[config.mk]
export PLATFORM = sky130hd
export DESIGN_NAME = hbl_top
export DESIGN_NICKNAME = d
export VERILOG_FILES = /design/src/hw/hbl_pkg.sv /design/src/hw/hbl_top.sv /design/src/hw/hbl_avg.sv
export VERILOG_INCLUDE_DIRS = /design/src /design/src/hw
export SDC_FILE = /design/constraint.sdc
export NUM_CORES = 1
export LEC_CHECK = 0
export BUFFER_PORTS_ARGS = -buffer_cell sky130_fd_sc_hd__buf_4
export CAP_MARGIN = 0
export CORE_MARGIN = 3
export CORE_UTILIZATION = 50
export DETAILED_ROUTE_END_ITERATION = 8
export PLACE_DENSITY = 0.72
export SLEW_MARGIN = 30
export SYNTH_ARGS = -nofsm -noshare
export SYNTH_HDL_FRONTEND = slang
export SYNTH_HIERARCHICAL = 1
export SYNTH_SLANG_ARGS = --single-unit
export TNS_END_PERCENT = 100
[constraint.sdc]
create_clock -name clk_i -period 2.68 [get_ports clk_i]
set_input_delay 0.134 -clock clk_i [delete_from_list [all_inputs] [get_ports clk_i]]
set_output_delay 0.134 -clock clk_i [all_outputs]
set_load 0.1 [all_outputs]
[src/hw/hbl_defines.svh]
// Offsets, field positions, reset values and timing of the headset button and load test block
`ifndef HBL_DEFINES_SVH
`define HBL_DEFINES_SVH

`define HBL_ADR_W 12
`define HBL_IDX_W 10
`define HBL_IDX_LSB 2

`define HBL_IDX_SPLIT_LOW 10'h0c8
`define HBL_IDX_SPLIT_MID 10'h0c9
`define HBL_IDX_SPLIT_UPPER 10'h0ca
`define HBL_IDX_SPLIT_MIC 10'h0cb
`define HBL_IDX_PLUG 10'h0cc
`define HBL_IDX_HPTEST 10'h0cd
`define HBL_IDX_CTRL 10'h0ce
`define HBL_IDX_RESULT 10'h0cf

`define HBL_RST_SPLIT_LOW 8'h0a
`define HBL_RST_SPLIT_MID 8'h16
`define HBL_RST_SPLIT_UPPER 8'h21
`define HBL_RST_SPLIT_MIC 8'h3e
`define HBL_RST_COARSE 2'h0
`define HBL_RST_AVG 2'h1
`define HBL_RST_HP_SEL 2'h1
`define HBL_RST_CTRL 3'h3

`define HBL_BIT_TYPE_FORCE 5
`define HBL_BIT_ORDER_FORCE 4
`define HBL_COARSE_HI 3
`define HBL_COARSE_LO 2
`define HBL_AVG_HI 1
`define HBL_AVG_LO 0
`define HBL_BIT_HP_CMP 4
`define HBL_HP_SEL_HI 2
`define HBL_HP_SEL_LO 1
`define HBL_BIT_HP_EN 0
`define HBL_BIT_TYPE_AUTO 0
`define HBL_BIT_ORDER_AUTO 1
`define HBL_BIT_MEAS_EN 2
`define HBL_RES_CLS_HI 2
`define HBL_RES_CLS_LO 0
`define HBL_BIT_RES_NEW 3
`define HBL_RES_CODE_HI 15
`define HBL_RES_CODE_LO 8

`define HBL_GAP_US 1000
`define HBL_CLK_MHZ 20
`define HBL_GAP_CYC (`HBL_GAP_US * `HBL_CLK_MHZ)

`endif

[src/hw/hbl_pkg.sv]
// Types and classification function of the headset button and load test block
`include "hbl_defines.svh"

package hbl_pkg;

  typedef enum logic [2:0] {
    HBL_BTN_LOWEST,
    HBL_BTN_SECOND,
    HBL_BTN_THIRD,
    HBL_BTN_FOURTH,
    HBL_BTN_VOICE
  } hbl_btn_t;

  typedef struct packed {
    logic cyc;
    logic stb;
    logic we;
    logic [`HBL_ADR_W-1:0] adr;
    logic [3:0] sel;
    logic [31:0] dat;
  } hbl_wb_req_t;

  typedef struct packed {
    logic [7:0] split_low;
    logic [7:0] split_mid;
    logic [7:0] split_upper;
    logic [7:0] split_mic;
  } hbl_split_t;

  typedef struct packed {
    hbl_btn_t btn;
    logic [7:0] code;
  } hbl_res_t;

  // First limit above the code names the button, else the voice contact
  function automatic hbl_btn_t hbl_classify(input logic [7:0] code, input hbl_split_t s);
    hbl_btn_t b;
    b = HBL_BTN_VOICE;
    if (code < s.split_low) begin
      b = HBL_BTN_LOWEST;
    end else if (code < s.split_mid) begin
      b = HBL_BTN_SECOND;
    end else if (code < s.split_upper) begin
      b = HBL_BTN_THIRD;
    end else if (code < s.split_mic) begin
      b = HBL_BTN_FOURTH;
    end
    return b;
  endfunction : hbl_classify

endpackage : hbl_pkg

[src/hw/hbl_top.sv]
// Headset button classification and headphone load test control with Wishbone registers
//
// Chosen here: the Wishbone slave port.
`timescale 1ns/100ps
`default_nettype none
`include "hbl_defines.svh"
module hbl_top
  import hbl_pkg::*;
#(
  parameter int GAP_CYC = `HBL_GAP_CYC
) (
  // Clock and reset
  input wire logic clk_i,
  input wire logic rst_i,
  // Wishbone slave
  input wire hbl_wb_req_t wb_req_i,
  output logic [31:0] wb_dat_o,
  output logic wb_ack_o,
  // Jack detection results
  input wire logic det_four_i,
  input wire logic det_voice_first_i,
  // Coarse one-bit measurement
  output logic coarse_req_o,
  input wire logic coarse_vld_i,
  input wire logic coarse_hit_i,
  // Eight-bit ADC measurement
  output logic adc_req_o,
  input wire logic adc_vld_i,
  input wire logic [7:0] adc_code_i,
  // Headphone load test
  input wire logic hp_below_i,
  output logic hp_test_en_o,
  output logic [1:0] hp_limit_sel_o,
  // Plug configuration
  output logic plug_four_o,
  output logic order_voice_first_o,
  // Button result
  output hbl_res_t button_o,
  output logic button_vld_o
);
  typedef enum logic [2:0] {
    HBL_IDLE,
    HBL_C_REQ,
    HBL_C_WAIT,
    HBL_A_GAP,
    HBL_A_WAIT,
    HBL_DONE
  } hbl_state_t;

  localparam int GAP_W = $clog2(GAP_CYC + 1);

  initial begin
    if (GAP_CYC < 1 || GAP_CYC > 1048575) $error("hbl_top GAP_CYC out of range");
  end

  function automatic logic [3:0] hbl_rep_count(input logic [1:0] sel);
    return 4'h1 << sel;
  endfunction : hbl_rep_count

  // Registers
  hbl_split_t split_q;
  logic type_force_q;
  logic order_force_q;
  logic [1:0] coarse_rep_q;
  logic [1:0] avg_sel_q;
  logic [1:0] hp_sel_q;
  logic hp_en_q;
  logic [2:0] ctrl_q;
  logic res_new_q;
  logic ack_q;
  logic [31:0] dat_q;
  logic hp_meta_q;
  logic hp_sync_q;

  // Bus decode
  logic [`HBL_IDX_W-1:0] idx;
  logic bus_req;
  logic wr_lane;
  logic rd_en;
  logic wr_split_low;
  logic wr_split_mid;
  logic wr_split_upper;
  logic wr_split_mic;
  logic wr_plug;
  logic wr_hp;
  logic wr_ctrl;
  logic wr_res;
  logic [7:0] wd;
  logic [31:0] rd_mux;
  logic [7:0] rd_plug;
  logic [7:0] rd_hp;
  logic hp_cmp;

  assign idx = wb_req_i.adr[`HBL_ADR_W-1:`HBL_IDX_LSB];
  assign bus_req = wb_req_i.cyc & wb_req_i.stb & ~ack_q;
  // Write lands on the edge at which the master samples ack
  assign wr_lane = wb_req_i.cyc & wb_req_i.stb & ack_q & wb_req_i.we & wb_req_i.sel[0];
  assign rd_en = bus_req & ~wb_req_i.we;
  assign wd = wb_req_i.dat[7:0];
  assign wr_split_low = wr_lane & (idx == `HBL_IDX_SPLIT_LOW);
  assign wr_split_mid = wr_lane & (idx == `HBL_IDX_SPLIT_MID);
  assign wr_split_upper = wr_lane & (idx == `HBL_IDX_SPLIT_UPPER);
  assign wr_split_mic = wr_lane & (idx == `HBL_IDX_SPLIT_MIC);
  assign wr_plug = wr_lane & (idx == `HBL_IDX_PLUG);
  assign wr_hp = wr_lane & (idx == `HBL_IDX_HPTEST);
  assign wr_ctrl = wr_lane & (idx == `HBL_IDX_CTRL);
  assign wr_res = wr_lane & (idx == `HBL_IDX_RESULT);

  // Comparator reads zero while the test block is switched off
  assign hp_cmp = hp_sync_q & hp_en_q;
  assign rd_plug = {2'h0, type_force_q, order_force_q, coarse_rep_q, avg_sel_q};
  assign rd_hp = {3'h0, hp_cmp, 1'b0, hp_sel_q, hp_en_q};
  assign rd_mux =
      (idx == `HBL_IDX_SPLIT_LOW) ? {24'h0, split_q.split_low} :
      (idx == `HBL_IDX_SPLIT_MID) ? {24'h0, split_q.split_mid} :
      (idx == `HBL_IDX_SPLIT_UPPER) ? {24'h0, split_q.split_upper} :
      (idx == `HBL_IDX_SPLIT_MIC) ? {24'h0, split_q.split_mic} :
      (idx == `HBL_IDX_PLUG) ? {24'h0, rd_plug} :
      (idx == `HBL_IDX_HPTEST) ? {24'h0, rd_hp} :
      (idx == `HBL_IDX_CTRL) ? {29'h0, ctrl_q} :
      (idx == `HBL_IDX_RESULT) ? {16'h0, button_o.code, 4'h0, res_new_q, button_o.btn} :
      32'h0;

  always_ff @(posedge clk_i) begin
    if (rst_i) begin
      ack_q <= 1'b0;
      dat_q <= 32'h0;
    end else begin
      ack_q <= bus_req;
      if (rd_en) begin
        dat_q <= rd_mux;
      end
    end
  end

  always_ff @(posedge clk_i) begin
    if (rst_i) begin
      split_q.split_low <= `HBL_RST_SPLIT_LOW;
      split_q.split_mid <= `HBL_RST_SPLIT_MID;
      split_q.split_upper <= `HBL_RST_SPLIT_UPPER;
      split_q.split_mic <= `HBL_RST_SPLIT_MIC;
      type_force_q <= 1'b0;
      order_force_q <= 1'b0;
      coarse_rep_q <= `HBL_RST_COARSE;
      avg_sel_q <= `HBL_RST_AVG;
      hp_sel_q <= `HBL_RST_HP_SEL;
      hp_en_q <= 1'b0;
      ctrl_q <= `HBL_RST_CTRL;
    end else begin
      if (wr_split_low) begin
        split_q.split_low <= wd;
      end
      if (wr_split_mid) begin
        split_q.split_mid <= wd;
      end
      if (wr_split_upper) begin
        split_q.split_upper <= wd;
      end
      if (wr_split_mic) begin
        split_q.split_mic <= wd;
      end
      if (wr_plug) begin
        type_force_q <= wd[`HBL_BIT_TYPE_FORCE];
        order_force_q <= wd[`HBL_BIT_ORDER_FORCE];
        coarse_rep_q <= wd[`HBL_COARSE_HI:`HBL_COARSE_LO];
        avg_sel_q <= wd[`HBL_AVG_HI:`HBL_AVG_LO];
      end
      if (wr_hp) begin
        hp_sel_q <= wd[`HBL_HP_SEL_HI:`HBL_HP_SEL_LO];
        hp_en_q <= wd[`HBL_BIT_HP_EN];
      end
      if (wr_ctrl) begin
        ctrl_q <= wd[`HBL_BIT_MEAS_EN:`HBL_BIT_TYPE_AUTO];
      end
    end
  end

  // Analog comparator is asynchronous to clk_i
  always_ff @(posedge clk_i) begin
    if (rst_i) begin
      hp_meta_q <= 1'b0;
      hp_sync_q <= 1'b0;
    end else begin
      hp_meta_q <= hp_below_i;
      hp_sync_q <= hp_meta_q;
    end
  end

  // Measurement sequencer
  hbl_state_t state_q;
  hbl_state_t state_d;
  logic [3:0] cnt_q;
  logic [3:0] cnt_d;
  logic [GAP_W-1:0] gap_q;
  logic [GAP_W-1:0] gap_d;
  logic [3:0] coarse_need;
  logic [3:0] avg_need;
  logic gap_done;
  logic avg_clr;
  logic avg_add;
  logic [7:0] avg_mean;
  logic done;

  assign coarse_need = hbl_rep_count(coarse_rep_q);
  assign avg_need = hbl_rep_count(avg_sel_q);
  assign gap_done = (gap_q == GAP_W'(GAP_CYC - 1));
  assign avg_clr = (state_q == HBL_IDLE);
  assign avg_add = (state_q == HBL_A_WAIT) & adc_vld_i;
  assign done = (state_q == HBL_DONE);

  always_comb begin
    state_d = state_q;
    cnt_d = cnt_q;
    gap_d = '0;
    unique case (state_q)
      HBL_IDLE: begin
        cnt_d = 4'h0;
        if (ctrl_q[`HBL_BIT_MEAS_EN]) begin
          state_d = HBL_C_REQ;
        end
      end
      HBL_C_REQ: begin
        state_d = HBL_C_WAIT;
      end
      HBL_C_WAIT: begin
        if (coarse_vld_i) begin
          if (!coarse_hit_i) begin
            state_d = HBL_IDLE;
          end else if (cnt_q + 4'h1 == coarse_need) begin
            cnt_d = 4'h0;
            state_d = HBL_A_GAP;
          end else begin
            cnt_d = cnt_q + 4'h1;
            state_d = HBL_C_REQ;
          end
        end
      end
      HBL_A_GAP: begin
        // One settling gap before every sample
        gap_d = gap_q + GAP_W'(1);
        if (gap_done) begin
          gap_d = '0;
          state_d = HBL_A_WAIT;
        end
      end
      HBL_A_WAIT: begin
        if (adc_vld_i) begin
          cnt_d = cnt_q + 4'h1;
          state_d = (cnt_q + 4'h1 == avg_need) ? HBL_DONE : HBL_A_GAP;
        end
      end
      HBL_DONE: begin
        state_d = HBL_IDLE;
      end
    endcase
  end

  always_ff @(posedge clk_i) begin
    if (rst_i) begin
      state_q <= HBL_IDLE;
      cnt_q <= 4'h0;
      gap_q <= '0;
    end else begin
      state_q <= state_d;
      cnt_q <= cnt_d;
      gap_q <= gap_d;
    end
  end

  hbl_avg #(
    .W(8),
    .LOG_MAX(3)
  ) u_avg (
    .clk_i(clk_i),
    .rst_i(rst_i),
    .clr_i(avg_clr),
    .add_i(avg_add),
    .sample_i(adc_code_i),
    .shift_i(avg_sel_q),
    .mean_o(avg_mean)
  );

  // Output flops
  always_ff @(posedge clk_i) begin
    if (rst_i) begin
      coarse_req_o <= 1'b0;
      adc_req_o <= 1'b0;
      button_o <= '{btn: HBL_BTN_VOICE, code: 8'h00};
      button_vld_o <= 1'b0;
      res_new_q <= 1'b0;
      plug_four_o <= 1'b0;
      order_voice_first_o <= 1'b0;
      hp_test_en_o <= 1'b0;
      hp_limit_sel_o <= `HBL_RST_HP_SEL;
    end else begin
      coarse_req_o <= (state_d == HBL_C_REQ);
      adc_req_o <= (state_q == HBL_A_GAP) & gap_done;
      button_vld_o <= done;
      if (done) begin
        button_o <= '{btn: hbl_classify(avg_mean, split_q), code: avg_mean};
      end
      // A new result beats a clear in the same cycle
      res_new_q <= done | (res_new_q & ~(wr_res & wd[`HBL_BIT_RES_NEW]));
      plug_four_o <= ctrl_q[`HBL_BIT_TYPE_AUTO] ? det_four_i : type_force_q;
      order_voice_first_o <= ctrl_q[`HBL_BIT_ORDER_AUTO] ? det_voice_first_i : order_force_q;
      hp_test_en_o <= hp_en_q;
      hp_limit_sel_o <= hp_sel_q;
    end
  end

  assign wb_ack_o = ack_q;
  assign wb_dat_o = dat_q;

  // Helper counters for the checks
  logic [3:0] chk_adc_n;
  logic [3:0] chk_coarse_n;
  logic [GAP_W:0] chk_gap;
  always_ff @(posedge clk_i) begin
    if (rst_i || avg_clr) begin
      chk_adc_n <= 4'h0;
      chk_coarse_n <= 4'h0;
    end else begin
      chk_adc_n <= chk_adc_n + {3'h0, adc_req_o};
      chk_coarse_n <= chk_coarse_n + {3'h0, coarse_req_o};
    end
  end
  always_ff @(posedge clk_i) begin
    if (rst_i || adc_req_o || state_q != HBL_A_GAP) begin
      chk_gap <= '0;
    end else begin
      chk_gap <= chk_gap + (GAP_W + 1)'(1);
    end
  end

  property p_split_reset;
    @(posedge clk_i) $fell(rst_i) |-> split_q.split_low == `HBL_RST_SPLIT_LOW &&
      split_q.split_mid == `HBL_RST_SPLIT_MID && split_q.split_upper == `HBL_RST_SPLIT_UPPER &&
      split_q.split_mic == `HBL_RST_SPLIT_MIC;
  endproperty
  a_split_reset: assert property (p_split_reset) else $error("limit reset value wrong");

  property p_classify;
    @(posedge clk_i) disable iff (rst_i)
      button_vld_o |-> button_o.btn == hbl_classify(button_o.code, split_q);
  endproperty
  a_classify: assert property (p_classify) else $error("button class wrong");

  property p_coarse_count;
    @(posedge clk_i) disable iff (rst_i)
      adc_req_o |-> chk_coarse_n == coarse_need;
  endproperty
  a_coarse_count: assert property (p_coarse_count) else $error("coarse repeat count wrong");

  property p_avg_count;
    @(posedge clk_i) disable iff (rst_i)
      button_vld_o |-> chk_adc_n == avg_need;
  endproperty
  a_avg_count: assert property (p_avg_count) else $error("sample count wrong");

  property p_gap;
    @(posedge clk_i) disable iff (rst_i)
      adc_req_o |-> $past(chk_gap) == (GAP_W + 1)'(GAP_CYC - 1);
  endproperty
  a_gap: assert property (p_gap) else $error("sample gap wrong");

  property p_plug_force;
    @(posedge clk_i) disable iff (rst_i)
      !ctrl_q[`HBL_BIT_TYPE_AUTO] && $stable(type_force_q) |=> plug_four_o == $past(type_force_q);
  endproperty
  a_plug_force: assert property (p_plug_force) else $error("forced plug type ignored");

  property p_order_force;
    @(posedge clk_i) disable iff (rst_i)
      !ctrl_q[`HBL_BIT_ORDER_AUTO] |=> order_voice_first_o == $past(order_force_q);
  endproperty
  a_order_force: assert property (p_order_force) else $error("forced order ignored");

  property p_hp_read;
    @(posedge clk_i) disable iff (rst_i)
      rd_en && idx == `HBL_IDX_HPTEST |=> wb_dat_o[`HBL_BIT_HP_CMP] == $past(hp_cmp);
  endproperty
  a_hp_read: assert property (p_hp_read) else $error("load comparator read wrong");

  property p_hp_ctrl;
    @(posedge clk_i) disable iff (rst_i)
      wr_hp ##2 !$past(wr_hp) |-> hp_limit_sel_o == $past(wd[`HBL_HP_SEL_HI:`HBL_HP_SEL_LO], 2) &&
        hp_test_en_o == $past(wd[`HBL_BIT_HP_EN], 2);
  endproperty
  a_hp_ctrl: assert property (p_hp_ctrl) else $error("load test control not applied");

  property p_ack_pulse;
    @(posedge clk_i) disable iff (rst_i) wb_ack_o |=> !wb_ack_o;
  endproperty
  a_ack_pulse: assert property (p_ack_pulse) else $error("ack held too long");

  property p_cv_button;
    @(posedge clk_i) disable iff (rst_i) button_vld_o && button_o.btn != HBL_BTN_VOICE;
  endproperty
  c_button: cover property (p_cv_button);

  property p_cv_abort;
    @(posedge clk_i) disable iff (rst_i) state_q == HBL_C_WAIT && coarse_vld_i && !coarse_hit_i;
  endproperty
  c_abort: cover property (p_cv_abort);

  property p_cv_avg8;
    @(posedge clk_i) disable iff (rst_i) button_vld_o && avg_sel_q == 2'h3;
  endproperty
  c_avg8: cover property (p_cv_avg8);
endmodule : hbl_top
`default_nettype wire

[src/hw/hbl_avg.sv]
// Running sum and power-of-two mean of 8-bit button samples
`timescale 1ns/100ps
`default_nettype none
module hbl_avg #(
  parameter int W = 8,
  parameter int LOG_MAX = 3
) (
  // Clock and reset
  input wire logic clk_i,
  input wire logic rst_i,
  // Sample stream
  input wire logic clr_i,
  input wire logic add_i,
  input wire logic [W-1:0] sample_i,
  input wire logic [1:0] shift_i,
  // Sum of the samples added since the last clear, shifted right by shift_i; updated at each add
  output logic [W-1:0] mean_o
);
  logic [W+LOG_MAX-1:0] acc_q;
  logic [W+LOG_MAX-1:0] acc_d;
  logic [W+LOG_MAX-1:0] acc_sum;
  logic [W+LOG_MAX-1:0] acc_shr;

  initial begin
    if (LOG_MAX < 3) $error("hbl_avg needs room for eight samples");
  end

  assign acc_sum = acc_q + {{LOG_MAX{1'b0}}, sample_i};
  assign acc_d = clr_i ? '0 : (add_i ? acc_sum : acc_q);
  assign acc_shr = acc_sum >> shift_i;

  always_ff @(posedge clk_i) begin
    if (rst_i) begin
      acc_q <= '0;
      mean_o <= '0;
    end else begin
      acc_q <= acc_d;
      if (add_i) begin
        mean_o <= acc_shr[W-1:0];
      end
    end
  end
endmodule : hbl_avg
`default_nettype wire

; ---- Yosys cells after proc, flatten, opt, wreduce, memory -nomap -nowiden
; Cells that the tools add are included.
[totals]
in_bits = 67
wordCells = 116
out_inout_bits = 52
reg_bits = 140
[op_classes]
n_lt_le_gt_ge = 4
n_eq_ne = 20
reduce_logical = 5
bitwise_logic = 24
add_sub_neg = 3
mux = 27
shift = 3
[op_table]
columns = cell, n
row1 = $mux W16, 8
row2 = $eq A10 B8 Y1 const B, 8
row3 = $lt A8 B8 Y1, 4
row4 = $mux W3, 9
row5 = $and A1 B1 Y1, 19
row6 = $pmux W3 S6, 1
row7 = $mux W4, 4
row8 = $add A15 B1 Y15 const B, 1
row9 = $eq A15 B15 Y1 const B, 1
row10 = $pmux W4 S3, 1
row11 = $add A11 B8 Y11, 1
row12 = $shr A11 B2 Y8, 1
row13 = $eq A4 B4 Y1, 2
row14 = $shl A1 B2 Y4 const A, 2
row15 = $eq A3 B1 Y1 const B, 2
row16 = $eq A3 B2 Y1 const B, 2
row17 = $eq A3 B3 Y1 const B, 2
row18 = $ne A2 B2 Y1 const B, 3
row19 = $add A4 B1 Y4 const B, 1
row20 = $mux W2, 2
row21 = $not A1 Y1, 4
row22 = $reduce_and A4 Y1, 1
row23 = $logic_not A3 Y1, 1
row24 = $reduce_bool A3 Y1, 1
row25 = other kinds (4), 5

; ---- Longest topological paths before layout
[depth]
word_depth = 9
ltp_mapped = 9
ltp_nobuf = 9

; ---- By module
; Netlist, hierarchy kept.
[by_module_without_submodules]
columns = mod, cells_each, instances, seq_area_each_um2, area_per_inst_um2
row1 = hbl_top, 641, 1, 2102.0, 5450.2
row2 = hbl_avg, 174, 1, 380.4, 1411.4

; ---- Least setup slack after synthesis
; OpenSTA, ideal clock, no wires.
[synth_path]
kind = reg-to-reg
from = register ack_q, in the netlist wb_ack_o
to = register avg_sel_q[0]
period_less_slack_ns = 2.812
required_time_ns = 2.560
slack_ns = -0.132
path_stages_with_launch = 8
path_buffers = 2
setup_time_ns = 0.120
arrival_ns = 2.692
cell_sequence = dfxtp_1 > nand3_1 > or2_2 > buf_2 > or3_1 > or3_1 > buf_2 > a211o_1
[synth_between]
elab_chain_cells = 4
[synth_lines]
columns = element, line_no
row1 = "start, declared", hbl_top.sv:70  ; logic ack_q;
row2 = "start signal, assigned", hbl_top.sv:129  ; ack_q <= bus_req;
row3 = $and A1 B1 Y1 (3 in series), hbl_top.sv:97  ; assign wr_lane = wb_req_i.cyc & wb_req_i.stb & ack_q & wb_req_i.we & wb_req_i.sel[0];
row4 = $and A1 B1 Y1, hbl_top.sv:104  ; assign wr_plug = wr_lane & (idx == `HBL_IDX_PLUG);
row5 = "end signal, assigned", hbl_top.sv:145  ; avg_sel_q <= `HBL_RST_AVG;
row6 = "end signal, assigned", hbl_top.sv:166  ; avg_sel_q <= wd[`HBL_AVG_HI:`HBL_AVG_LO];
row7 = "end, declared", hbl_top.sv:65  ; logic [1:0] avg_sel_q;
; No other way between the ends.
; A chain may end at the register's enable or synchronous reset.

; ---- Worst setup path after layout
[layout_path]
from = register u_avg.acc_q[0]
to = register u_avg.mean_o[6]
[layout_between]
elab_chain_cells = 2
[layout_lines]
columns = element, line_no
row1 = "start, declared", hbl_avg.sv:19  ; logic [W+LOG_MAX-1:0] acc_q;
row2 = "start signal, assigned", hbl_avg.sv:34  ; acc_q <= '0;
row3 = "start signal, assigned", hbl_avg.sv:37  ; acc_q <= acc_d;
row4 = $add A11 B8 Y11, hbl_avg.sv:28  ; assign acc_sum = acc_q + {{LOG_MAX{1'b0}}, sample_i};
row5 = $shr A11 B2 Y8, hbl_avg.sv:30  ; assign acc_shr = acc_sum >> shift_i;
row6 = "end signal, assigned", hbl_avg.sv:39  ; mean_o <= acc_shr[W-1:0];
row7 = "end, declared", hbl_avg.sv:17  ; output logic [W-1:0] mean_o
; No other way between the ends.

==> key figures <==
Outcome
  • Run status: finished, violations left
  • Violations in the final reports: negative hold slack

Clocking
  • Max clock buf depth: 2
  • H-Tree Depth: 4
  • Postcts setup bufs: 0
  • Cts-stage hold buffer count: 11
  • Gates resized, CTS repair: 0
  • Clk sink count: 124
  • Root Buffer Master: sky130_fd_sc_hd__clkbuf_16
  • Clock tree from TritonCTS: built
  • Cts bufs inserted: 17
  • Clock-pin slew on the worst setup and hold paths: 0.06 ns
  • Clk Latency, worst-skew pair: 0.42 ns

Routing
  • TritonRoute pass-1 iters: 5
  • Total number of vias: ~6,100
  • Wirelength per Cell: about 16 um
  • Count of antenna-violating nets left after detailed routing: 0
  • Final WL: 17,100 um
  • Drt drc: 0
  • Via density: about 5.6
  • Violation count after the first detailed-route iteration: around 410

Floorplan
  • Std-Cell Core Area: roughly 0.013 sq mm
  • Die boundary height: between 100 and 150 um
  • Die X: about 120 um
  • Number of standard-cell rows in the floorplan: 42
  • Ports: ~120
  • Die Outline Area: 0.0152 sq mm
  • Initial core utilization: roughly half

Placement
  • Count of buffers inserted at the top-level ports: 73
  • Post-DP HPWL: around 12,000 um
  • Weighted congestion at the end of routability-driven global placement: a little under 0.9
  • Cell area after placement: between 0.007 and 0.008 sq mm

Synth
  • Library cell with the highest instance count after synthesis: sky130_fd_sc_hd__dfxtp_1
  • Async SR Flop Fraction: 0%
  • Main area contributors after synthesis: sky130_fd_sc_hd__dfxtp_1, sky130_fd_sc_hd__ha_1, sky130_fd_sc_hd__nor2_1
  • Number of synthesized flops with an enable pin: 0
  • Part of the Yosys area used for sequential elements: 36.2%
  • Synthesized cell area: roughly 0.0069 sq mm
  • Average instance area after synthesis: approximately 8.4 sq um
  • Synthesis warning total: 6
  • Number of distinct library cells after synthesis: 73
  • Largest area contributor in the synthesized netlist: sky130_fd_sc_hd__dfxtp_1
  • Leading post-synthesis cells by instance count: sky130_fd_sc_hd__dfxtp_1, sky130_fd_sc_hd__nor2_1, sky130_fd_sc_hd__nand2_1
  • Most used flip-flop cell after synthesis: sky130_fd_sc_hd__dfxtp_1
  • Total of flip-flops plus latches after synthesis: ~120
  • Synth top area share: a little over a third
  • Count of mapped cells out of synthesis: between 800 and 900

Critical path
  • Beginning of the critical path: u_avg/acc_q[0]
  • CP Max Fanout: 4
  • Worst path slowest cell: sky130_fd_sc_hd__a2111oi_0
  • Crit path top cell by count: sky130_fd_sc_hd__o21ai_0
  • R2R Path Start: u_avg/acc_q[0]
  • Cell family with most CP delay: compound AO/OA/AOI/OAI gates
  • Critical path required time: roughly 3.0 ns
  • Critical Path Source Type: flip-flop
  • CP Buf/Inv Count: 1
  • Reg2reg setup slack: about 0.33 ns
  • Element type at the critical path end: flip-flop
  • Cell chain of the critical path: ha_1 > inv_1 > fa_1 > nand2b_1 > a21oi_1 > o21ai_0 > a2111oi_0 > a41o_1 > o21ai_0
  • Startpoint-to-endpoint class of the critical path: flip-flop to flip-flop
  • Endpoint arrival time on the critical path: between 2 and 3 ns
  • Delay of the slowest critical-path stage: 0.42 ns

STA
  • Final hold violations: 1
  • Final worst path period share: 87.5%
  • Count of pins over their slew limit: 0
  • Final setup violation count: 0
  • Shortest period the worst path allows: ~2.3 ns
  • Worst Tran Pin Value: around 0.67 ns
  • Worst slack on hold paths: -0.000570 ns
  • Fmax: between 400 and 500 MHz
  • Max transition margin: between 50% and 60%
  • Worst clock skew: ~0.0096 ns
  • RSZ-0062 raised after global routing: false
  • Final sum of negative setup slack: 0 ns

Finish
  • Share of layout cells above drive strength 1: between 15 and 20%
  • Fin area: 0.00821 sq mm
  • Antenna diode count: 0
  • P&R area growth vs syn: 19.6%
  • Number of nets in the layout: between 900 and 1,000
  • Fillcell total: 1,190

GRT
  • Via count of the first global-routing pass: 5,399
  • Total Routing Usage GR: a little under a quarter
  • Residual overflow from global routing: 0
  • Global-route wire length before repair: around 27,000 um
  • Number of antenna violations at the first check in global routing: 0
  • Largest net degree at the start of global routing: 62

Pwr
  • Power per unit of standard cell area: approximately 550 mW/mm^2
  • Largest vdd supply drop: roughly 430 uV
  • Leakage component of the power: roughly 3.3 nW

Flow run
  • Max Cap Viol: 0

Min path
  • Source of the worst hold timing path: det_four_i
  • Class of the worst hold path: input port to flip-flop
[layout make-up]
cell class | count | area (sq um) | area share, %
Multi-Input combinational cell | 605 | 3980 | 48.5
Inverter | 44 | 165 | 2.01
Clock buffer | 17 | 425 | 5.18
Tap cell | 176 | 220 | 2.68
Timing Repair Buffer | 97 | 756 | 9.21
Sequential cell | 124 | 2480 | 30.3
Clock inverter | 15 | 175 | 2.13
[layout by cell type, fill, tap and decap left out, types with 23 or more instances in the layout]
cell / n
sky130_fd_sc_hd__dfxtp_1: 123
sky130_fd_sc_hd__a21oi_1: 43
sky130_fd_sc_hd__ha_1: 38
sky130_fd_sc_hd__nor2_1: 119
sky130_fd_sc_hd__o21ai_0: 28
sky130_fd_sc_hd__mux2i_1: 43
sky130_fd_sc_hd__inv_1: 43
sky130_fd_sc_hd__nand3_1: 23
sky130_fd_sc_hd__nand2_1: 59
sky130_fd_sc_hd__buf_4: 86
[through the flow]
| stage | utilization (%) | std cells | hold WS (ns) | worst slack [ns] | power [W] |
|---|---|---|---|---|---|
| after floorplan | - | 830 | 0.206 | 0.203 | 0.00215 |
| final | 61.5 | 1078 | -0.000570 | 0.334 | 0.00452 |
| after detailed placement | 56.2 | 1035 | 0.356 | 0.354 | 0.00223 |
| after CTS | 61.5 | 1078 | 0.00419 | 0.343 | 0.00456 |
| after global placement | 56.2 | 1035 | 0.351 | 0.379 | 0.00223 |
| after global routing | 61.5 | 1078 | 0.0173 | 0.0949 | 0.00466 |
[routing by layer]
| metal | share of wire [%] | vias up | global-route usage, % |
|---|---|---|---|
| li1 | - | 3025 | - |
| met1 | 46 | 2845 | 31.4 |
| met2 | 46 | 174 | 35.3 |
| met3 | 6.2 | 25 | 6.13 |
| met4 | 1.8 | 0 | 8.10 |
| met5 | 0 | - | 0 |
[worst register-to-register path, cell delays in order (launching register included)]
cell	delay, ns
sky130_fd_sc_hd__dfxtp_1	0.33
sky130_fd_sc_hd__ha_1	0.17
sky130_fd_sc_hd__inv_1	0.06
sky130_fd_sc_hd__fa_1	0.39
sky130_fd_sc_hd__nand2b_1	0.18
sky130_fd_sc_hd__a21oi_1	0.31
sky130_fd_sc_hd__o21ai_0	0.17
sky130_fd_sc_hd__a2111oi_0	0.42
sky130_fd_sc_hd__a41o_1	0.13
sky130_fd_sc_hd__o21ai_0	0.07
[path summary, 6_finish.rpt]
check                          to  depth (start not counted)
setup / recovery  u_avg/mean_o[6]                          9
hold reg to reg         hp_sync_q                          1
hold / removal        plug_four_o                          3
setup reg to reg  u_avg/mean_o[6]                          9
[state kept, by name (all words and copies together) (netlist names), 2 cells and up]
name,cells
hp_limit_sel_o,2
wb_dat_o,16
u_avg/acc_q,11
split_q,32
gap_q,15
coarse_rep_q,2
u_avg/mean_o,8
avg_sel_q,2
button_o,11
ctrl_q,3
cnt_q,4
hp_sel_q,2
state_q,3
[where the power goes]
group | switching (W) | internal (W) | total [W]
combinational | 0.000260 | 0.0000897 | 0.000350
clock | 0.000862 | 0.00145 | 0.00232
sequential | 0.00000458 | 0.00185 | 0.00186
total | 0.00113 | 0.00340 | 0.00452
[cell families (layout without fill, tap and decap cells)]
kind of cell	after synthesis	count (layout)	synth area share, %
adder cells (fa/ha/maj)	39	39	7.22
buffers and inverters	101	173	6.67
XOR/XNOR	22	22	2.81
flip-flops	124	124	36.2
AO/OA/AOI/OAI	181	181	18.4
other	1	16	0.0547
AND/OR/NAND/NOR	299	299	21.2
multiplexers	48	48	7.48
(Power assumes the default switching activity.)
